File: config.mk
export PLATFORM = sky130hd
export DESIGN_NAME = ifpr_regs
export DESIGN_NICKNAME = d
export VERILOG_FILES = /design/src/design/ifpr_edge_detect.v /design/src/design/ifpr_regs.v
export VERILOG_INCLUDE_DIRS = /design/src /design/src/design
export SDC_FILE = /design/constraint.sdc
export NUM_CORES = 1
export LEC_CHECK = 0
export CORE_MARGIN = 2
export CORE_UTILIZATION = 59
export CTS_BUF_LIST = sky130_fd_sc_hd__clkbuf_8
export CTS_CLUSTER_SIZE = 10
export DETAILED_ROUTE_END_ITERATION = 16
export DONT_BUFFER_PORTS = 1
export PLACE_DENSITY = 0.78
export SLEW_MARGIN = 20
export SYNTH_ARGS = -nofsm -noshare
export SYNTH_HDL_FRONTEND = slang
export SYNTH_SLANG_ARGS = --single-unit
File: constraint.sdc
create_clock -name mclk -period 2.4 [get_ports mclk]
set_clock_uncertainty 0.05 [all_clocks]
set_input_delay 0.24 -clock mclk [delete_from_list [all_inputs] [get_ports mclk]]
set_output_delay 0.24 -clock mclk [all_outputs]
set_load 0.02 [all_outputs]
File: src/design/ifpr_defs.vh
// Purpose: constants for the interrupt flag and priority register block
// Assumes: 32-bit apb data, one register per aligned word
// Notes:   offsets are byte addresses
`ifndef IFPR_DEFS_VH
`define IFPR_DEFS_VH

`define IFPR_OFF_EDGE_PRIO   12'h000
`define IFPR_OFF_EXT_IRQ     12'h004
`define IFPR_OFF_FLAGS_ONE   12'h008
`define IFPR_OFF_FLAGS_TWO   12'h00c
`define IFPR_OFF_PIE_ONE     12'h010
`define IFPR_OFF_PIE_TWO     12'h014
`define IFPR_OFF_CORE_CTRL   12'h018
`define IFPR_OFF_STATUS      12'h01c

// reset values
`define IFPR_RST_EDGE_PRIO   8'hf5
`define IFPR_RST_EXT_IRQ     8'hc0
`define IFPR_RST_ZERO        8'h00

// writable masks; unimplemented positions read zero
`define IFPR_MASK_EDGE_PRIO  8'hf5
`define IFPR_MASK_EXT_IRQ    8'hdb
`define IFPR_MASK_FLAGS_ONE  8'hff
`define IFPR_MASK_FLAGS_TWO  5'h1f
`define IFPR_MASK_CORE_CTRL  8'h07

// field positions, edge and priority control
`define IFPR_B_PULLUP_DIS    7
`define IFPR_B_EDGE0         6
`define IFPR_B_EDGE1         5
`define IFPR_B_EDGE2         4
`define IFPR_B_TMR0_PRIO     2
`define IFPR_B_PORTCH_PRIO   0
// external interrupt control
`define IFPR_B_EXT2_PRIO     7
`define IFPR_B_EXT1_PRIO     6
`define IFPR_B_EXT2_EN       4
`define IFPR_B_EXT1_EN       3
`define IFPR_B_EXT2_FLAG     1
`define IFPR_B_EXT1_FLAG     0
// flags one
`define IFPR_B_PSP           7
`define IFPR_B_ADC           6
`define IFPR_B_RX_FULL       5
`define IFPR_B_TX_EMPTY      4
`define IFPR_B_SSP           3
`define IFPR_B_CCP1          2
`define IFPR_B_TMR2          1
`define IFPR_B_TMR1          0
// flags two
`define IFPR_B_NVM           4
`define IFPR_B_BCL           3
`define IFPR_B_LVD           2
`define IFPR_B_TMR3          1
`define IFPR_B_CCP2          0
// core control: global enables and priority mode
`define IFPR_B_GIE_HIGH      0
`define IFPR_B_GIE_LOW       1
`define IFPR_B_PRIO_MODE     2

`define IFPR_SLVERR_UNMAPPED 1'b1

`endif

File: src/design/ifpr_edge_detect.v
// Purpose: synchronise one external interrupt pin and detect selected edge
// Assumes: pin is asynchronous to mclk
// Notes:   one-cycle pulse output
`timescale 1ns/100ps
module ifpr_edge_detect (
   // clock and reset
   input  wire mclk,
   input  wire rst_n,
   // pin and edge choice
   input  wire pin_in,
   input  wire rising_sel,
   // event
   output reg  edge_pulse
);
   reg       sync1_r;
   reg       sync2_r;
   reg       last_r;
   reg [2:0] armed_r;

   // edges count only once last_r holds a real sample, so a pin
   // that idles high cannot fake a rising edge right after reset
   always @(posedge mclk or negedge rst_n) begin
      if (!rst_n) begin
         sync1_r    <= 1'b0;
         sync2_r    <= 1'b0;
         last_r     <= 1'b0;
         armed_r    <= 3'h0;
         edge_pulse <= 1'b0;
      end else begin
         sync1_r    <= pin_in;
         sync2_r    <= sync1_r;
         last_r     <= sync2_r;
         armed_r    <= {armed_r[1:0], 1'b1};
         // 1 picks rising, 0 falling
         edge_pulse <= armed_r[2] &
                       (rising_sel ? (sync2_r & ~last_r) : (~sync2_r & last_r));
      end
   end
endmodule // ifpr_edge_detect

File: src/design/ifpr_regs.v
// Purpose: edge/priority control, external irq control and peripheral flag registers
// Assumes: apb slave, event strobes are one-cycle pulses on mclk
// Notes:   hardware set wins over a software clear in the same cycle
`timescale 1ns/100ps
`include "ifpr_defs.vh"

//////////////////////////////////////////////////////////////////////////////
module ifpr_regs (
   // clock and reset
   input  wire        mclk,
   input  wire        reset_n,
   // apb slave
   input  wire        psel,
   input  wire        penable,
   input  wire        pwrite,
   input  wire [11:0] paddr,
   input  wire [31:0] pwdata,
   input  wire [3:0]  pstrb,
   output wire        pready,
   output reg  [31:0] prdata,
   output reg         pslverr,
   // external interrupt pins
   input  wire        ext_irq1_pin,
   input  wire        ext_irq2_pin,
   // peripheral event strobes, serial buffer levels and pwm mode selects
   input  wire        psp_access_evt,
   input  wire        adc_done_evt,
   input  wire        serial_rx_full,
   input  wire        serial_tx_empty,
   input  wire        ssp_done_evt,
   input  wire        ccp1_evt,
   input  wire        ccp1_pwm_mode,
   input  wire        timer2_match_evt,
   input  wire        timer1_ovf_evt,
   input  wire        nvm_write_done_evt,
   input  wire        bus_collision_evt,
   input  wire        low_voltage_evt,
   input  wire        timer3_ovf_evt,
   input  wire        ccp2_evt,
   input  wire        ccp2_pwm_mode,
   // control outputs
   output reg         port_b_pullup_disable,
   output reg         ext_irq0_edge_select,
   output reg         timer0_overflow_priority,
   output reg         port_change_priority,
   output reg         priority_mode_enable,
   output reg  [7:0]  flags_one_out,
   output reg  [4:0]  flags_two_out,
   // vector requests
   output reg         irq_high_req,
   output reg         irq_low_req
);

   //////////////////////////////////////////////////////////////////////////
   // reset release
   reg rst_s1_r;
   reg rst_n_r;
   always @(posedge mclk or negedge reset_n) begin
      if (!reset_n) begin
         rst_s1_r <= 1'b0;
         rst_n_r  <= 1'b0;
      end else begin
         rst_s1_r <= 1'b1;
         rst_n_r  <= rst_s1_r;
      end
   end

   //////////////////////////////////////////////////////////////////////////
   // registers
   reg [7:0] edge_priority_control_r;
   reg [7:0] external_irq_control_r;
   reg [7:0] flags_one_r;       // bits 5,4 unused: live status instead
   reg [4:0] flags_two_r;
   reg [7:0] pie_one_r;
   reg [4:0] pie_two_r;
   reg [7:0] core_ctrl_r;

   wire ext_irq1_edge_select = edge_priority_control_r[`IFPR_B_EDGE1];
   wire ext_irq2_edge_select = edge_priority_control_r[`IFPR_B_EDGE2];
   wire ext1_evt;
   wire ext2_evt;

   ifpr_edge_detect u_ext1 (
      .mclk       (mclk),
      .rst_n      (rst_n_r),
      .pin_in     (ext_irq1_pin),
      .rising_sel (ext_irq1_edge_select),
      .edge_pulse (ext1_evt)
   );

   ifpr_edge_detect u_ext2 (
      .mclk       (mclk),
      .rst_n      (rst_n_r),
      .pin_in     (ext_irq2_pin),
      .rising_sel (ext_irq2_edge_select),
      .edge_pulse (ext2_evt)
   );

   //////////////////////////////////////////////////////////////////////////
   // apb decode; zero wait states
   assign pready = 1'b1;
   wire       wr_en  = psel & penable & pwrite & pstrb[0];
   wire       rd_acc = psel & ~pwrite;
   wire [7:0] wbyte  = pwdata[7:0];

   // one write strobe per register except status; only byte lane 0 is wired
   wire wr_edge  = wr_en & (paddr == `IFPR_OFF_EDGE_PRIO);
   wire wr_ext   = wr_en & (paddr == `IFPR_OFF_EXT_IRQ);
   wire wr_f1    = wr_en & (paddr == `IFPR_OFF_FLAGS_ONE);
   wire wr_f2    = wr_en & (paddr == `IFPR_OFF_FLAGS_TWO);
   wire wr_pie1  = wr_en & (paddr == `IFPR_OFF_PIE_ONE);
   wire wr_pie2  = wr_en & (paddr == `IFPR_OFF_PIE_TWO);
   wire wr_core  = wr_en & (paddr == `IFPR_OFF_CORE_CTRL);
   wire mapped   = (paddr == `IFPR_OFF_EDGE_PRIO) | (paddr == `IFPR_OFF_EXT_IRQ) |
                   (paddr == `IFPR_OFF_FLAGS_ONE) | (paddr == `IFPR_OFF_FLAGS_TWO) |
                   (paddr == `IFPR_OFF_PIE_ONE)   | (paddr == `IFPR_OFF_PIE_TWO) |
                   (paddr == `IFPR_OFF_CORE_CTRL) | (paddr == `IFPR_OFF_STATUS);

   // hardware set terms; pwm mode masks capture/compare strobes
   wire [7:0] set_one;
   assign set_one[`IFPR_B_PSP]      = psp_access_evt;
   assign set_one[`IFPR_B_ADC]      = adc_done_evt;
   assign set_one[`IFPR_B_RX_FULL]  = 1'b0;
   assign set_one[`IFPR_B_TX_EMPTY] = 1'b0;
   assign set_one[`IFPR_B_SSP]      = ssp_done_evt;
   assign set_one[`IFPR_B_CCP1]     = ccp1_evt & ~ccp1_pwm_mode;
   assign set_one[`IFPR_B_TMR2]     = timer2_match_evt;
   assign set_one[`IFPR_B_TMR1]     = timer1_ovf_evt;

   wire [4:0] set_two;
   assign set_two[`IFPR_B_NVM]  = nvm_write_done_evt;
   assign set_two[`IFPR_B_BCL]  = bus_collision_evt;
   assign set_two[`IFPR_B_LVD]  = low_voltage_evt;
   assign set_two[`IFPR_B_TMR3] = timer3_ovf_evt;
   assign set_two[`IFPR_B_CCP2] = ccp2_evt & ~ccp2_pwm_mode;

   wire [7:0] ext_set = {6'h00, ext2_evt, ext1_evt};

   //////////////////////////////////////////////////////////////////////////
   // register updates
   reg [7:0] edge_priority_control_nxt;
   reg [7:0] external_irq_control_nxt;
   reg [7:0] flags_one_nxt;
   reg [4:0] flags_two_nxt;
   reg [7:0] pie_one_nxt;
   reg [4:0] pie_two_nxt;
   reg [7:0] core_ctrl_nxt;

   // the write lands first and the hardware set is or-ed in after it,
   // so an event in the cycle of a software clear is never lost
   always @* begin
      edge_priority_control_nxt = edge_priority_control_r;
      external_irq_control_nxt  = external_irq_control_r;
      flags_one_nxt             = flags_one_r;
      flags_two_nxt             = flags_two_r;
      pie_one_nxt               = pie_one_r;
      pie_two_nxt               = pie_two_r;
      core_ctrl_nxt             = core_ctrl_r;

      if (wr_edge)
         edge_priority_control_nxt = wbyte & `IFPR_MASK_EDGE_PRIO;

      if (wr_ext)
         external_irq_control_nxt = wbyte & `IFPR_MASK_EXT_IRQ;

      if (wr_f1)
         flags_one_nxt = wbyte & `IFPR_MASK_FLAGS_ONE;

      if (wr_f2)
         flags_two_nxt = wbyte[4:0] & `IFPR_MASK_FLAGS_TWO;

      if (wr_pie1)
         pie_one_nxt = wbyte;

      if (wr_pie2)
         pie_two_nxt = wbyte[4:0];

      if (wr_core)
         core_ctrl_nxt = wbyte & `IFPR_MASK_CORE_CTRL;

      external_irq_control_nxt = external_irq_control_nxt | ext_set;
      flags_one_nxt            = flags_one_nxt | set_one;
      flags_two_nxt            = flags_two_nxt | set_two;
   end

   // software-only registers
   always @(posedge mclk or negedge rst_n_r) begin
      if (!rst_n_r) begin
         edge_priority_control_r <= `IFPR_RST_EDGE_PRIO;
         pie_one_r               <= `IFPR_RST_ZERO;
         pie_two_r               <= 5'h00;
         core_ctrl_r             <= `IFPR_RST_ZERO;
      end else begin
         edge_priority_control_r <= edge_priority_control_nxt;
         pie_one_r               <= pie_one_nxt;
         pie_two_r               <= pie_two_nxt;
         core_ctrl_r             <= core_ctrl_nxt;
      end
   end

   // registers that hardware events also set
   always @(posedge mclk or negedge rst_n_r) begin
      if (!rst_n_r) begin
         external_irq_control_r  <= `IFPR_RST_EXT_IRQ;
         flags_one_r             <= `IFPR_RST_ZERO;
         flags_two_r             <= 5'h00;
      end else begin
         external_irq_control_r  <= external_irq_control_nxt;
         flags_one_r             <= flags_one_nxt;
         flags_two_r             <= flags_two_nxt;
      end
   end

   // serial status bits follow the buffer state, never stored
   // a buffer read or write clears them at the source, not here
   wire [7:0] flags_one_view;
   assign flags_one_view = {flags_one_r[7:6], serial_rx_full, serial_tx_empty,
                            flags_one_r[3:0]};

   //////////////////////////////////////////////////////////////////////////
   // read path, registered
   reg [31:0] rd_word_nxt;
   always @* begin
      rd_word_nxt = 32'h0000_0000;
      case (paddr)
         `IFPR_OFF_EDGE_PRIO: rd_word_nxt = {24'h000000, edge_priority_control_r};
         `IFPR_OFF_EXT_IRQ:   rd_word_nxt = {24'h000000, external_irq_control_r};
         `IFPR_OFF_FLAGS_ONE: rd_word_nxt = {24'h000000, flags_one_view};
         `IFPR_OFF_FLAGS_TWO: rd_word_nxt = {27'h0000000, flags_two_r};
         `IFPR_OFF_PIE_ONE:   rd_word_nxt = {24'h000000, pie_one_r};
         `IFPR_OFF_PIE_TWO:   rd_word_nxt = {27'h0000000, pie_two_r};
         `IFPR_OFF_CORE_CTRL: rd_word_nxt = {24'h000000, core_ctrl_r};
         `IFPR_OFF_STATUS:    rd_word_nxt = {30'h00000000, irq_low_req, irq_high_req};
         default:             rd_word_nxt = 32'h0000_0000;
      endcase
   end

   // data load at the setup edge and stand through the access phase
   always @(posedge mclk or negedge rst_n_r) begin
      if (!rst_n_r) begin
         prdata  <= 32'h0000_0000;
         pslverr <= 1'b0;
      end else begin
         pslverr <= 1'b0;
         if (rd_acc & ~penable)
            prdata <= rd_word_nxt;
         if (psel & ~penable & ~mapped)
            pslverr <= `IFPR_SLVERR_UNMAPPED;
      end
   end

   //////////////////////////////////////////////////////////////////////////
   // vector request
   wire       prio_mode = core_ctrl_r[`IFPR_B_PRIO_MODE];
   wire       gie_h     = core_ctrl_r[`IFPR_B_GIE_HIGH];
   wire       gie_l     = core_ctrl_r[`IFPR_B_GIE_LOW];
   wire [7:0] act_one   = flags_one_view & pie_one_r;
   wire [4:0] act_two   = flags_two_r & pie_two_r;
   wire       act_e1    = external_irq_control_r[`IFPR_B_EXT1_FLAG] &
                          external_irq_control_r[`IFPR_B_EXT1_EN];
   wire       act_e2    = external_irq_control_r[`IFPR_B_EXT2_FLAG] &
                          external_irq_control_r[`IFPR_B_EXT2_EN];
   // peripheral priorities live elsewhere; external ones here
   wire ext_hi = (act_e1 & external_irq_control_r[`IFPR_B_EXT1_PRIO]) |
                 (act_e2 & external_irq_control_r[`IFPR_B_EXT2_PRIO]);
   wire ext_lo = (act_e1 & ~external_irq_control_r[`IFPR_B_EXT1_PRIO]) |
                 (act_e2 & ~external_irq_control_r[`IFPR_B_EXT2_PRIO]);
   wire periph = (|act_one) | (|act_two);
   reg  irq_high_nxt;
   reg  irq_low_nxt;

   // vector choice; priority bits count only in priority mode
   always @* begin
      if (prio_mode) begin
         irq_high_nxt = gie_h & ext_hi;
         irq_low_nxt  = gie_l & (ext_lo | periph);
      end else begin
         // compatibility: one vector, priority bits ignored
         irq_high_nxt = gie_h & ((act_e1 | act_e2) | (gie_l & periph));
         irq_low_nxt  = 1'b0;
      end
   end

   always @(posedge mclk or negedge rst_n_r) begin
      if (!rst_n_r) begin
         irq_high_req <= 1'b0;
         irq_low_req  <= 1'b0;
      end else begin
         irq_high_req <= irq_high_nxt;
         irq_low_req  <= irq_low_nxt;
      end
   end

   //////////////////////////////////////////////////////////////////////////
   // control and flag outputs
   // outputs lag their registers by one edge
   always @(posedge mclk or negedge rst_n_r) begin
      if (!rst_n_r) begin
         port_b_pullup_disable    <= 1'b1;
         ext_irq0_edge_select     <= 1'b1;
         timer0_overflow_priority <= 1'b1;
         port_change_priority     <= 1'b1;
         priority_mode_enable     <= 1'b0;
         flags_one_out            <= `IFPR_RST_ZERO;
         flags_two_out            <= 5'h00;
      end else begin
         port_b_pullup_disable    <= edge_priority_control_r[`IFPR_B_PULLUP_DIS];
         ext_irq0_edge_select     <= edge_priority_control_r[`IFPR_B_EDGE0];
         timer0_overflow_priority <= edge_priority_control_r[`IFPR_B_TMR0_PRIO];
         port_change_priority     <= edge_priority_control_r[`IFPR_B_PORTCH_PRIO];
         priority_mode_enable     <= prio_mode;
         flags_one_out            <= flags_one_view;
         flags_two_out            <= flags_two_r;
      end
   end

endmodule // ifpr_regs

* After elaboration in Yosys (flattened, before gate mapping)
Cells that the tools add are included.
Widths: inputs -> output; s select.
** Word-level totals
- Bits in registers :: 112
- Bits in latches :: 0
- Bits in writable memories :: 0
- Memory bits (read-only) :: 0
- Memories :: 0
** Operators by class
- Add/subtract/negate cells :: 0
- Multipliers :: 0
- Divide/modulo/power cells :: 0
- $lt $le $gt $ge :: 0
- Eq/ne operators :: 7
- Shift operators :: 0
- Multiplexer cells :: 9
- Bitwise operators :: 61
- Reductions and logical operators :: 3
** Operator list (number)
- $pmux 8 s8 :: 1
- $eq 12x5->1 const B :: 4
- $and 1x1->1 :: 32
- $eq 12x4->1 const B :: 2
- $mux 8 :: 2
- $or 1x1->1 :: 13
- $eq 12x3->1 const B :: 1
- $logic_not 12->1 :: 1
- $not 1->1 :: 11
- $and 8x8->8 :: 1
- $or 8x2->8 :: 1
- $or 8x8->8 :: 1
- $reduce_or 8->1 :: 1
- $and 5x5->5 :: 1
- $mux 1 :: 5
- $mux 5 :: 1
- $or 5x5->5 :: 1
- $reduce_or 5->1 :: 1

* Longest topological paths before layout
Gate-level depths: netlist of the first run.
- Word-level depth :: 11
- Gate-level depth with buffers :: 7
- Gate-level depth less buffers :: 4

* Modules after synthesis
A second synthesis of the first run with hierarchy kept.
** Unflattened totals
- Cell total of the unflattened synthesis :: 303
- Area, all modules :: 3687.3 um^2
** Modules (own cells, without submodules)
- ifpr_regs :: times used 1, cells each 281, area each 3281.9 um^2
- ifpr_edge_detect :: times used 2, cells each 11, area each 202.7 um^2

* Worst setup path after synthesis of the first run
Ideal clock, no wire load.
- Path kind :: input to register
- Start point :: input port paddr[4]
- End point :: register external_irq_control_r[3]
- Library setup time :: 0.125 ns
- Data arrival time :: 1.549 ns
- Setup slack :: 0.676 ns
- Stages :: 7
- Buffers on the path :: 3
- Path through :: buf_2 -> nor4_1 -> and4_1 -> buf_2 -> and2_1 -> buf_2 -> mux2_2
** On the way
- Word-level cells in the longest chain between the ends :: 4
** RTL lines
- start, declared :: RTL line ifpr_regs.v:16 : input wire [11:0] paddr,
- $eq 12x3->1
- $and 1x1->1 :: RTL line ifpr_regs.v:108 : wire wr_ext = wr_en & (paddr == `IFPR_OFF_EXT_IRQ);
- $mux 8 :: RTL line ifpr_regs.v:163 : if (wr_ext)
- $or 8x2->8 :: RTL line ifpr_regs.v:181 : external_irq_control_nxt = external_irq_control_nxt | ext_set;
- end signal, assigned :: RTL line ifpr_regs.v:204 : external_irq_control_r <= `IFPR_RST_EXT_IRQ;
- end signal, assigned :: RTL line ifpr_regs.v:208 : external_irq_control_r <= external_irq_control_nxt;
- end, declared :: RTL line ifpr_regs.v:71 : reg [7:0] external_irq_control_r;
Every way passes these cells.
A chain may end at the register's enable or synchronous reset.

* Worst setup path in the final report of the first run
- Start point :: input port paddr[1]
- End point :: register flags_one_r[7]
** On the way
- Word-level cells in the longest chain between the ends :: 4
** RTL lines
- $eq 12x4->1
- $and 1x1->1 :: RTL line ifpr_regs.v:109 : wire wr_f1 = wr_en & (paddr == `IFPR_OFF_FLAGS_ONE);
- $mux 8 :: RTL line ifpr_regs.v:166 : if (wr_f1)
- $or 8x8->8 :: RTL line ifpr_regs.v:182 : flags_one_nxt = flags_one_nxt | set_one;
- via flags_one_nxt[7] :: RTL line ifpr_regs.v:143 : reg [7:0] flags_one_nxt;
- end signal, assigned :: RTL line ifpr_regs.v:205 : flags_one_r <= `IFPR_RST_ZERO;
- end signal, assigned :: RTL line ifpr_regs.v:209 : flags_one_r <= flags_one_nxt;
- end, declared :: RTL line ifpr_regs.v:72 : reg [7:0] flags_one_r;
The timed path passes the listed nets, and every way through them passes these cells.

==> metrics.md, run 1 <==
| Metric | Value |
|---|---|
| Status | complete, but fails checks |
| Failing checks | hold timing |
| Crit. Startpoint | paddr[1] |
| Worst IR Drop VDD | ~0.48 mV |
| Skew-Pair Late Insertion Delay | 360 ps |
| CTS tree | done |
| # H-tree levels | 3 |
| Vias in the first global route | 2,497 |
| FP Rows | 28 |
| Number of synthesized flops with an enable pin | 0 |
| Ranking of synthesized cells by area | dfrtp_1 (49%), mux2_2 (9.2%), dfstp_2 (8.9%) |
| Synth top area share | 48.7% |
| Power per cell area | a little under 700 mW/mm^2 |
| Share of flip-flops with an asynchronous set or reset | 100% |
| Buffers on Ports | 0 |
| Setup CP Type | in -> reg |
| FILL cells | 368 |
| Sequential element share of the synthesized area | a little under three fifths |
| DRT iter0 DRCs | 317 |
| Dominant synthesized flop cell | dfrtp_1 |
| Final Cycle Share | approximately 72% |
| F_max | 0.575 GHz |
| Aggregate negative setup slack | 0 ps |
| Static leakage | 0.00190 uW |
| First-pass GRT wire length | 13.0 mm |
| ANT nets after route | 0 |
| Worst-path fanout max | 15 |
| Antenna fix cells | 0 |
| Post-Syn Instances | just under 300 |
| Routed WL | approximately 8.5 mm |
| Initial antenna violation count | 0 |
| Crit end category | register |
| Vias/cell | approximately 6.1 |
| Slew headroom | 61.5% |
| Max-Cap Viols | 0 |
| Mapped cell area | roughly 0.0035 mm^2 |
| Syn_area_per_cell | approximately 12 um^2 |
| Worst R2R End | irq_low_req |
| Total GRT Usage | 27.4% |
| Die area | between 0.006 and 0.007 mm^2 |
| # IOs | approximately 120 |
| RSZ-0062 raised after global routing | no |
| Least-Margin Pin Slew | ~580 ps |
| YS warnings | 0 |
| Final nets | 406 |
| Dominant cell type by area after synthesis | dfrtp_1 |
| Post_cts resized | 0 |
| Setup bufs post-CTS | 0 |
| Die Width | slightly above 80 um |
| Critical path launch point type | input port |
| Core area | 0.00585 mm^2 |
| Final hold vios | 1 |
| Die H | ~80 um |
| Capture point of the worst path | flags_one_r[7] |
| Drt drc | 0 |
| Num CTS Buffers | 9 |
| Final non-filler cell total | around 420 |
| Largest net degree at the start of global routing | between 60 and 70 |
| Synth Register Bits | between 80 and 90 |
| Clock root cell | clkbuf_8 |
| Total grt overflow | 0 |
| Worst path required time | between 2000 and 3000 ps |
| Hold_sp | pwdata[2] |
| Initial Utilization | approximately three fifths |
| R2r setup slk | between 800 and 900 ps |
| Clock slew at reported path FFs | about 90 ps |
| Min cycle time layout | between 1500 and 2000 ps |
| CTS Sinks | between 80 and 90 |
| Placed cells | ~360 |
| Max Slew Vio Count | 0 |
| Clock buffer depth | 2 |
| Via count | ~2,500 |
| HPWL Detailed | around 5.3 mm |
| Hold WC Path Type | in -> reg |
| Post-synth cell types | 45 |
| Wire per inst | around 20 um |
| R2r startpoint | flags_two_r[4] |
| Worst Reg2Reg Path Length in Cells | 3 |
| WHS | -0.907 ps |
| Area Growth Syn to Fin | 17.6% |
| Gpl congestion | 0.887 |
| Iteration count of the initial detailed-routing pass | 6 |
| Worst EP arrival | roughly 2000 ps |
| Setup violators final | 0 |
| Fraction of layout cells with a size suffix above 1 | between 20% and 30% |
routing by layer:
metal	global-route usage [%]	routed length [um]	vias up
met5	0	0	-
met4	14.4	346	0
met3	9.23	801	34
met2	42.5	4080	178
met1	34.1	3290	1233
li1	-	-	1085
worst min-delay path by stage:
stage | endpoint | slack, ps | cells past startpoint
after CTS | flags_one_r[2] | 7 | 2
after global placement | rst_s1_r | -110 | 0
after detailed placement | rst_s1_r | -110 | 0
after global routing | flags_one_r[2] | 0.4 | 2
after floorplan | rst_n_r | -110 | 0
final | flags_one_r[2] | -0.9 | 2
Yosys cell counts (3+ instances only):
cell type,count
buf_1,3
nand2_1,18
buf_2,7
o31ai_1,3
nand3_1,3
nor2b_1,3
clkbuf_1,3
inv_1,17
a22oi_1,6
dfrtp_1,69
mux2i_1,7
a31oi_1,15
and2_1,6
nor2_1,10
o21ai_0,21
buf_4,25
dfstp_2,12
mux2_2,29
cells in the final DEF, fill, tap and decap left out, drive strengths merged, types with 2 or more instances in the layout:
master	instances
nor4	4
dfstp	12
inv	17
o31ai	3
and2	6
mux2i	7
dfrtp	69
nor3b	2
nor3	3
o21ai	22
nor2b	3
a221o	2
nand2	18
conb	27
dlygate4sd3	36
bufinv	4
buf	5
mux2	29
a31oi	15
a21oi	2
and4	2
a22oi	6
a221oi	2
clkbuf	9
clkinv	4
nand4	3
a32oi	2
a22o	2
nor2	10
nand3	3
mux4	2
worst max-delay path, stage by stage:
cell           delay, ps
nor4_1               380
and4_1               290
buf_4                250
a31oi_1              150
dlygate4sd3_1        600
o21ai_0               80
sequential cells by signal, summed over array words and instances, names as in the netlist, 2 cells and up:
signal / count
flags_one_out: 8
edge_priority_control_r: 6
flags_two_r: 5
pie_one_r: 8
flags_one_r: 6
prdata: 8
u_ext2.armed_r: 2
flags_two_out: 5
pie_two_r: 5
external_irq_control_r: 6
core_ctrl_r: 3
area by class of cell:
type	count	area (um^2)	area share (%)
Clock buffer	9	124	2.97
Clock inverter	7	143	3.42
Inverter	18	67.6	1.62
Multi-Input combinational cell	185	1290	30.9
Sequential cell	81	2050	49.0
Tap cell	75	93.8	2.25
Timing Repair Buffer	41	410	9.84
repair_timing:
item	CTS	global route
setup endpoints to repair	0	0
hold endpoints to repair	46	1
hold buffers	35	1
through the flow:
step	utilization (%)	instance area [um^2]	hold slack [ps]	power [uW]	setup slack (ps)
global route	71.3	4170	0.390	2980	590
detailed placement	60.6	3540	-106	1530	543
global placement	60.6	3540	-106	1530	530
CTS	71.1	4160	6.54	2870	752
finish	71.3	4170	-0.907	2880	660
floorplan	-	3640	-106	1560	676
cells by family after synthesis:
kind of cell / share of synthesized area (%)
compound gates: 11.7
buf+inv: 8.81
flops: 57.5
mux: 12.4
other cells: 0.212
simple gates: 9.27
where the power goes:
part	leakage, uW	switching, uW	internal (uW)	total, uW
logic	0.000833	99.6	70.3	170
clock network	0.000133	521	797	1320
registers	0.000929	14.5	1380	1390
Power figures use the tool's default switching activity.
==> run 2, diff against run 1 <==
--- a/config.mk
+++ b/config.mk
@@ -7,12 +7,12 @@
 export NUM_CORES = 1
 export LEC_CHECK = 0
 export CORE_MARGIN = 2
-export CORE_UTILIZATION = 59
+export CORE_UTILIZATION = 65
 export CTS_BUF_LIST = sky130_fd_sc_hd__clkbuf_8
 export CTS_CLUSTER_SIZE = 10
 export DETAILED_ROUTE_END_ITERATION = 16
 export DONT_BUFFER_PORTS = 1
-export PLACE_DENSITY = 0.78
+export PLACE_DENSITY = 0.81
 export SLEW_MARGIN = 20
 export SYNTH_ARGS = -nofsm -noshare
 export SYNTH_HDL_FRONTEND = slang
==> constraint.sdc (replaced) <==
create_clock -name mclk -period 1.7 [get_ports mclk]
set_clock_uncertainty 0.05 [all_clocks]
set_input_delay 0.17 -clock mclk [delete_from_list [all_inputs] [get_ports mclk]]
set_output_delay 0.17 -clock mclk [all_outputs]
set_load 0.02 [all_outputs]
==> run 2 against run 1 <==
Compared with the run above: the flow still finishes with violations (hold timing); worst setup slack lost 570 ps; sequential share of layout area shrank 0.35 points; combinational power grew 52%; register-to-register slack lost 710 ps; die area shrank 8.8%; clock power grew 9%; non-clock buffer count grew 10; count of clock-buffer cells in the layout grew 2; sequential power grew 42%; critical path depth is the same; critical endpoint is now flags_one_r[0].
==> metrics.md, run 2 (synthesized netlist as in run 1, its figures left out) <==
| Metric | Value |
|---|---|
| HPWL Detailed | about 5.2 mm |
| Skew-Pair Late Insertion Delay | between 300 and 400 ps |
| Placed cells | roughly 370 |
| Final non-filler cell total | 422 |
| Routed WL | 9.12 mm |
| Max-Cap Viols | 0 |
| Final Cycle Share | roughly 95% |
| Initial Utilization | between 60% and 70% |
| Capture point of the worst path | flags_one_r[0] |
| Setup CP Type | in -> reg |
| Final hold vios | 1 |
| Worst Reg2Reg Path Length in Cells | 3 |
| Num CTS Buffers | 9 |
| Vias/cell | between 6 and 7 |
| Failing checks | hold timing |
| Worst IR Drop VDD | approximately 1.3 mV |
| Static leakage | 0.00192 uW |
| Clock slew at reported path FFs | 80 ps |
| Die area | between 0.006 and 0.007 mm^2 |
| Clock root cell | clkbuf_8 |
| Setup violators final | 0 |
| # H-tree levels | 3 |
| Hold WC Path Type | in -> reg |
| First-pass GRT wire length | 14.2 mm |
| Total GRT Usage | 31.6% |
| Area Growth Syn to Fin | 18.4% |
| Most common cell after layout, fill and taps aside | dfrtp_1 |
| R2r startpoint | irq_high_req |
| FILL cells | 280 |
| Total grt overflow | 0 |
| Die Width | 77.9 um |
| Vias in the first global route | between 2,000 and 3,000 |
| Most frequent cells in the layout | dfrtp_1 (68), dlygate4sd3_1 (40), mux2_2 (29) |
| Iteration count of the initial detailed-routing pass | 5 |
| Die H | between 70 and 80 um |
| # IOs | between 100 and 150 |
| Drt drc | 0 |
| Wire per inst | approximately 22 um |
| Buffers on Ports | 0 |
| R2r setup slk | around 170 ps |
| Gpl congestion | approximately 0.88 |
| FP Rows | 26 |
| Crit. Startpoint | paddr[7] |
| CTS Sinks | a little over 80 |
| Status | complete, but fails checks |
| ANT nets after route | 0 |
| Aggregate negative setup slack | 0 ps |
| WHS | -6.68 ps |
| Top flop regs | flags_one_out (8), pie_one_r (8), prdata (8) |
| Fraction of layout cells with a size suffix above 1 | between 20 and 25% |
| Critical path launch point type | input port |
| Worst path required time | about 1900 ps |
| Max Slew Vio Count | 0 |
| Worst R2R End | prdata[0] |
| RSZ-0062 raised after global routing | no |
| Crit end category | register |
| Final nets | ~420 |
| Largest net degree at the start of global routing | 42 |
| DRT iter0 DRCs | 348 |
| Via count | ~2,700 |
| Min cycle time layout | about 1600 ps |
| CTS tree | done |
| Core area | 0.00517 mm^2 |
| Hold_sp | paddr[3] |
| Initial antenna violation count | 1 |
| Worst-path fanout max | 15 |
| Worst EP arrival | about 1800 ps |
| F_max | between 0.6 and 0.7 GHz |
| Clock buffer depth | 2 |
| Power per cell area | between 800 and 900 mW/mm^2 |
==> run 2: changes by cell type in the layout (fill, tap and decap cells not counted), sizes merged <==
cell         change
buf              +6
dlygate4sd3      +4
bufinv           -3
clkbuf           +2
clkinv           +1
diode            +1
==> run 2: final cells by class <==
cell class	instances	area [um^2]	area share, %
Antenna cell	1	2.50	0.0596
Clock buffer	11	151	3.60
Clock inverter	5	53.8	1.28
Inverter	18	67.6	1.61
Multi-Input combinational cell	185	1290	30.8
Sequential cell	81	2050	48.7
Tap cell	70	87.6	2.08
Timing Repair Buffer	51	499	11.9
==> run 2: per-stage QoR <==
step / worst slack [ps] / instance area, um^2 / util, % / total power (uW)
after CTS: 41.1 / 4200 / 81.2 / 3650
after floorplan: 46.1 / 3640 / - / 2200
after global routing: 12.1 / 4200 / 81.2 / 3780
after detailed placement: 13.5 / 3580 / 69.3 / 2170
final: 90.7 / 4200 / 81.2 / 3670
after global placement: 39.1 / 3580 / 69.3 / 2170
==> run 2: worst min-delay path by stage <==
stage,slack [ps],cells past startpoint,endpoint
global placement,-180,0,rst_s1_r
floorplan,-180,0,rst_n_r
CTS,4,2,prdata[0]
detailed placement,-180,0,rst_s1_r
global route,20,2,prdata[5]
finish,-7,2,prdata[5]
==> run 2: per-layer routing <==
metal / vias to the layer above / GRT usage [%] / wire length (um)
met5: - / 0 / 0
li1: 1106 / - / -
met2: 232 / 51.5 / 4390
met1: 1304 / 40.4 / 3480
met3: 36 / 8.49 / 941
met4: 0 / 12.7 / 307
==> run 2: critical path: stages <==
cell and delay [ps]:
nor4_4 350, and4_1 280, buf_6 190, a31oi_1 130, dlygate4sd3_1 590, o21ai_0 90
==> run 2: report_power, final <==
part           switching (uW)  internal [uW]
clock network             686            754
registers                22.4           1950
logic                     149            109
total                     857           2810
==> run 2: repair_timing <==
item / in CTS / in global routing
resized for setup: 0 / 2
endpoints found under the setup margin: 0 / 8
hold endpoints to repair: 47 / 0
hold buffers: 41 / 0
setup buffers: 0 / 0
==> run 3, diff against run 2 <==
--- a/config.mk
+++ b/config.mk
@@ -7,12 +7,13 @@
 export NUM_CORES = 1
 export LEC_CHECK = 0
 export CORE_MARGIN = 2
-export CORE_UTILIZATION = 65
+export CORE_UTILIZATION = 70
 export CTS_BUF_LIST = sky130_fd_sc_hd__clkbuf_8
 export CTS_CLUSTER_SIZE = 10
 export DETAILED_ROUTE_END_ITERATION = 16
 export DONT_BUFFER_PORTS = 1
-export PLACE_DENSITY = 0.81
+export PLACE_DENSITY = 0.92
+export REMOVE_ABC_BUFFERS = 1
 export SLEW_MARGIN = 20
 export SYNTH_ARGS = -nofsm -noshare
 export SYNTH_HDL_FRONTEND = slang
==> constraint.sdc (replaced) <==
create_clock -name mclk -period 1.9 [get_ports mclk]
set_clock_uncertainty 0.05 [all_clocks]
set_input_delay 0.19 -clock mclk [delete_from_list [all_inputs] [get_ports mclk]]
set_output_delay 0.19 -clock mclk [all_outputs]
set_load 0.02 [all_outputs]
==> run 3 against run 2 <==
Compared with the run above: the flow finishes with violations (setup timing); sequential power is 10% lower; non-clock buffer count decreased by 1; first-iteration DRC count rose by 120%; clock power shrank 4%; wire length is 26% higher; worst hold slack better by 19 ps; via count up 11%.
==> metrics.md, run 3 (synthesized netlist as in run 1, its figures left out) <==
| Metric | Value |
|---|---|
| Vias/cell | slightly above 7 |
| Max Slew Vio Count | 0 |
| Core area | between 0.004 and 0.005 mm^2 |
| # IOs | approximately 120 |
| Total grt overflow | 0 |
| Setup CP Type | in -> reg |
| Antenna fix cells | 0 |
| Iteration count of the initial detailed-routing pass | 9 |
| # H-tree levels | 3 |
| Worst-path fanout max | 10 |
| Area Growth Syn to Fin | 18.5% |
| Hold WC Path Type | in -> async |
| Aggregate negative setup slack | -800 ps |
| Top flop regs | flags_one_out (8), pie_one_r (8), prdata (8) |
| Total GRT Usage | 43.7% |
| Via count | roughly 3,000 |
| Design Area, Final | ~0.0042 mm^2 |
| Routed WL | about 12 mm |
| Critical path launch point type | input port |
| Skew-Pair Late Insertion Delay | ~360 ps |
| Failing checks | setup timing |
| ANT nets after route | 0 |
| HPWL Detailed | between 5 and 6 mm |
| Utilization after layout | slightly below 90% |
| Crit end category | register |
| Most common cell after layout, fill and taps aside | dfrtp_1 |
| Wire per inst | between 20 and 30 um |
| Final hold vios | 0 |
| Largest net degree at the start of global routing | 40 |
| Worst path required time | 2090 ps |
| Clock root cell | clkbuf_8 |
| Status | complete, but fails checks |
| Worst EP arrival | about 2200 ps |
| Clock slew at reported path FFs | 90 ps |
| Clock buffer depth | 2 |
| Min cycle time layout | between 2000 and 2500 ps |
| DP Area | around 0.0036 mm^2 |
| Most frequent cells in the layout | dfrtp_1 (68), dlygate4sd3_1 (38), mux2_2 (29) |
| Slew headroom | 65.5% |
| Buffers on Ports | 0 |
| DRT iter0 DRCs | 760 |
| Final Cycle Share | 108% |
| Gpl congestion | roughly 0.86 |
| Final nets | 415 |
| Die H | between 70 and 80 um |
| Vias in the first global route | between 2,000 and 3,000 |
| Num CTS Buffers | 9 |
| Final Total Pwr | 3390 uW |
| Drt drc | 0 |
| FP Rows | 25 |
| Initial Utilization | 73.7% |
| CTS tree | done |
| Least-Margin Pin Slew | between 500 and 600 ps |
| CTS Sinks | 81 |
| F_max | 0.489 GHz |
| Static leakage | between 0.0015 and 0.002 uW |
| Die area | 0.00565 mm^2 |
| Initial antenna violation count | 0 |
| Max-Cap Viols | 0 |
| Fraction of layout cells with a size suffix above 1 | between 20 and 25% |
| First-pass GRT wire length | 17.0 mm |
| Setup violators final | 8 |
| Power per cell area | about 800 mW/mm^2 |
| Worst IR Drop VDD | 0.720 mV |
| Die Width | ~75 um |
| Setup ws final | -146 ps |
-- run 3: cell count changes in the layout (fill, tap and decap cells not counted), sizes merged --
cell	change
buf	+1
bufinv	+1
clkbuf	-1
clkinv	-3
diode	-1
dlygate4sd3	-2
inv	+2
-- run 3: layout make-up --
type,count,area [um^2]
flip-flops and latches,81,2050
multi-input cells,185,1310
fillers,180,613
repair buffers,50,483
clock buffers,10,138
well taps,67,83.8
clock inverters,5,72.6
inverters,18,67.6
-- run 3: power breakdown --
part	switching [uW]	internal (uW)
clock network	621	758
registers	24.4	1740
logic	143	98.6
total	789	2600
-- run 3: through the flow --
step / hold WS [ps] / setup slack, ps / std cells
floorplan: -156 / -552 / 284
global placement: -156 / 244 / 361
detailed placement: -156 / 191 / 361
CTS: 0.499 / 160 / 414
global route: 9.30 / -200 / 416
finish: 12.7 / -146 / 416
-- run 3: routing by layer --
layer	global-route usage (%)	routed length (um)	vias to the layer above
met3	23.2	1710	126
li1	-	-	1104
met2	66.6	5190	345
met5	5.56	0	-
met4	27.7	1070	0
met1	47.5	3560	1400
-- run 3: timing repair --
item / in CTS / in global routing
gates resized for setup: 0 / 7
endpoints found under the setup margin: 0 / 23
buffers inserted: 0 / 2
hold buffers: 38 / 0
hold endpoints to repair: 46 / 0
-- run 3: worst paths after layout --
path,cells past startpoint,endpoint,startpoint,slack [ps]
setup / recovery,7,flags_two_r[1],paddr[8],-150
setup reg to reg,4,prdata[1],irq_low_req,120
hold reg to reg,0,flags_two_r[1],rst_n_r,210
max in group asynchronous,1,timer0_overflow_priority,rst_n_r,970
hold / removal,1,rst_n_r,reset_n,10
min in group mclk,2,pslverr,paddr[5],30
-- run 3: worst max-delay path, stage by stage --
cell           delay, ps
nor4_4               490
and4_4               340
buf_4                160
buf_4                210
a31oi_1              100
dlygate4sd3_1        580
o21ai_0              160
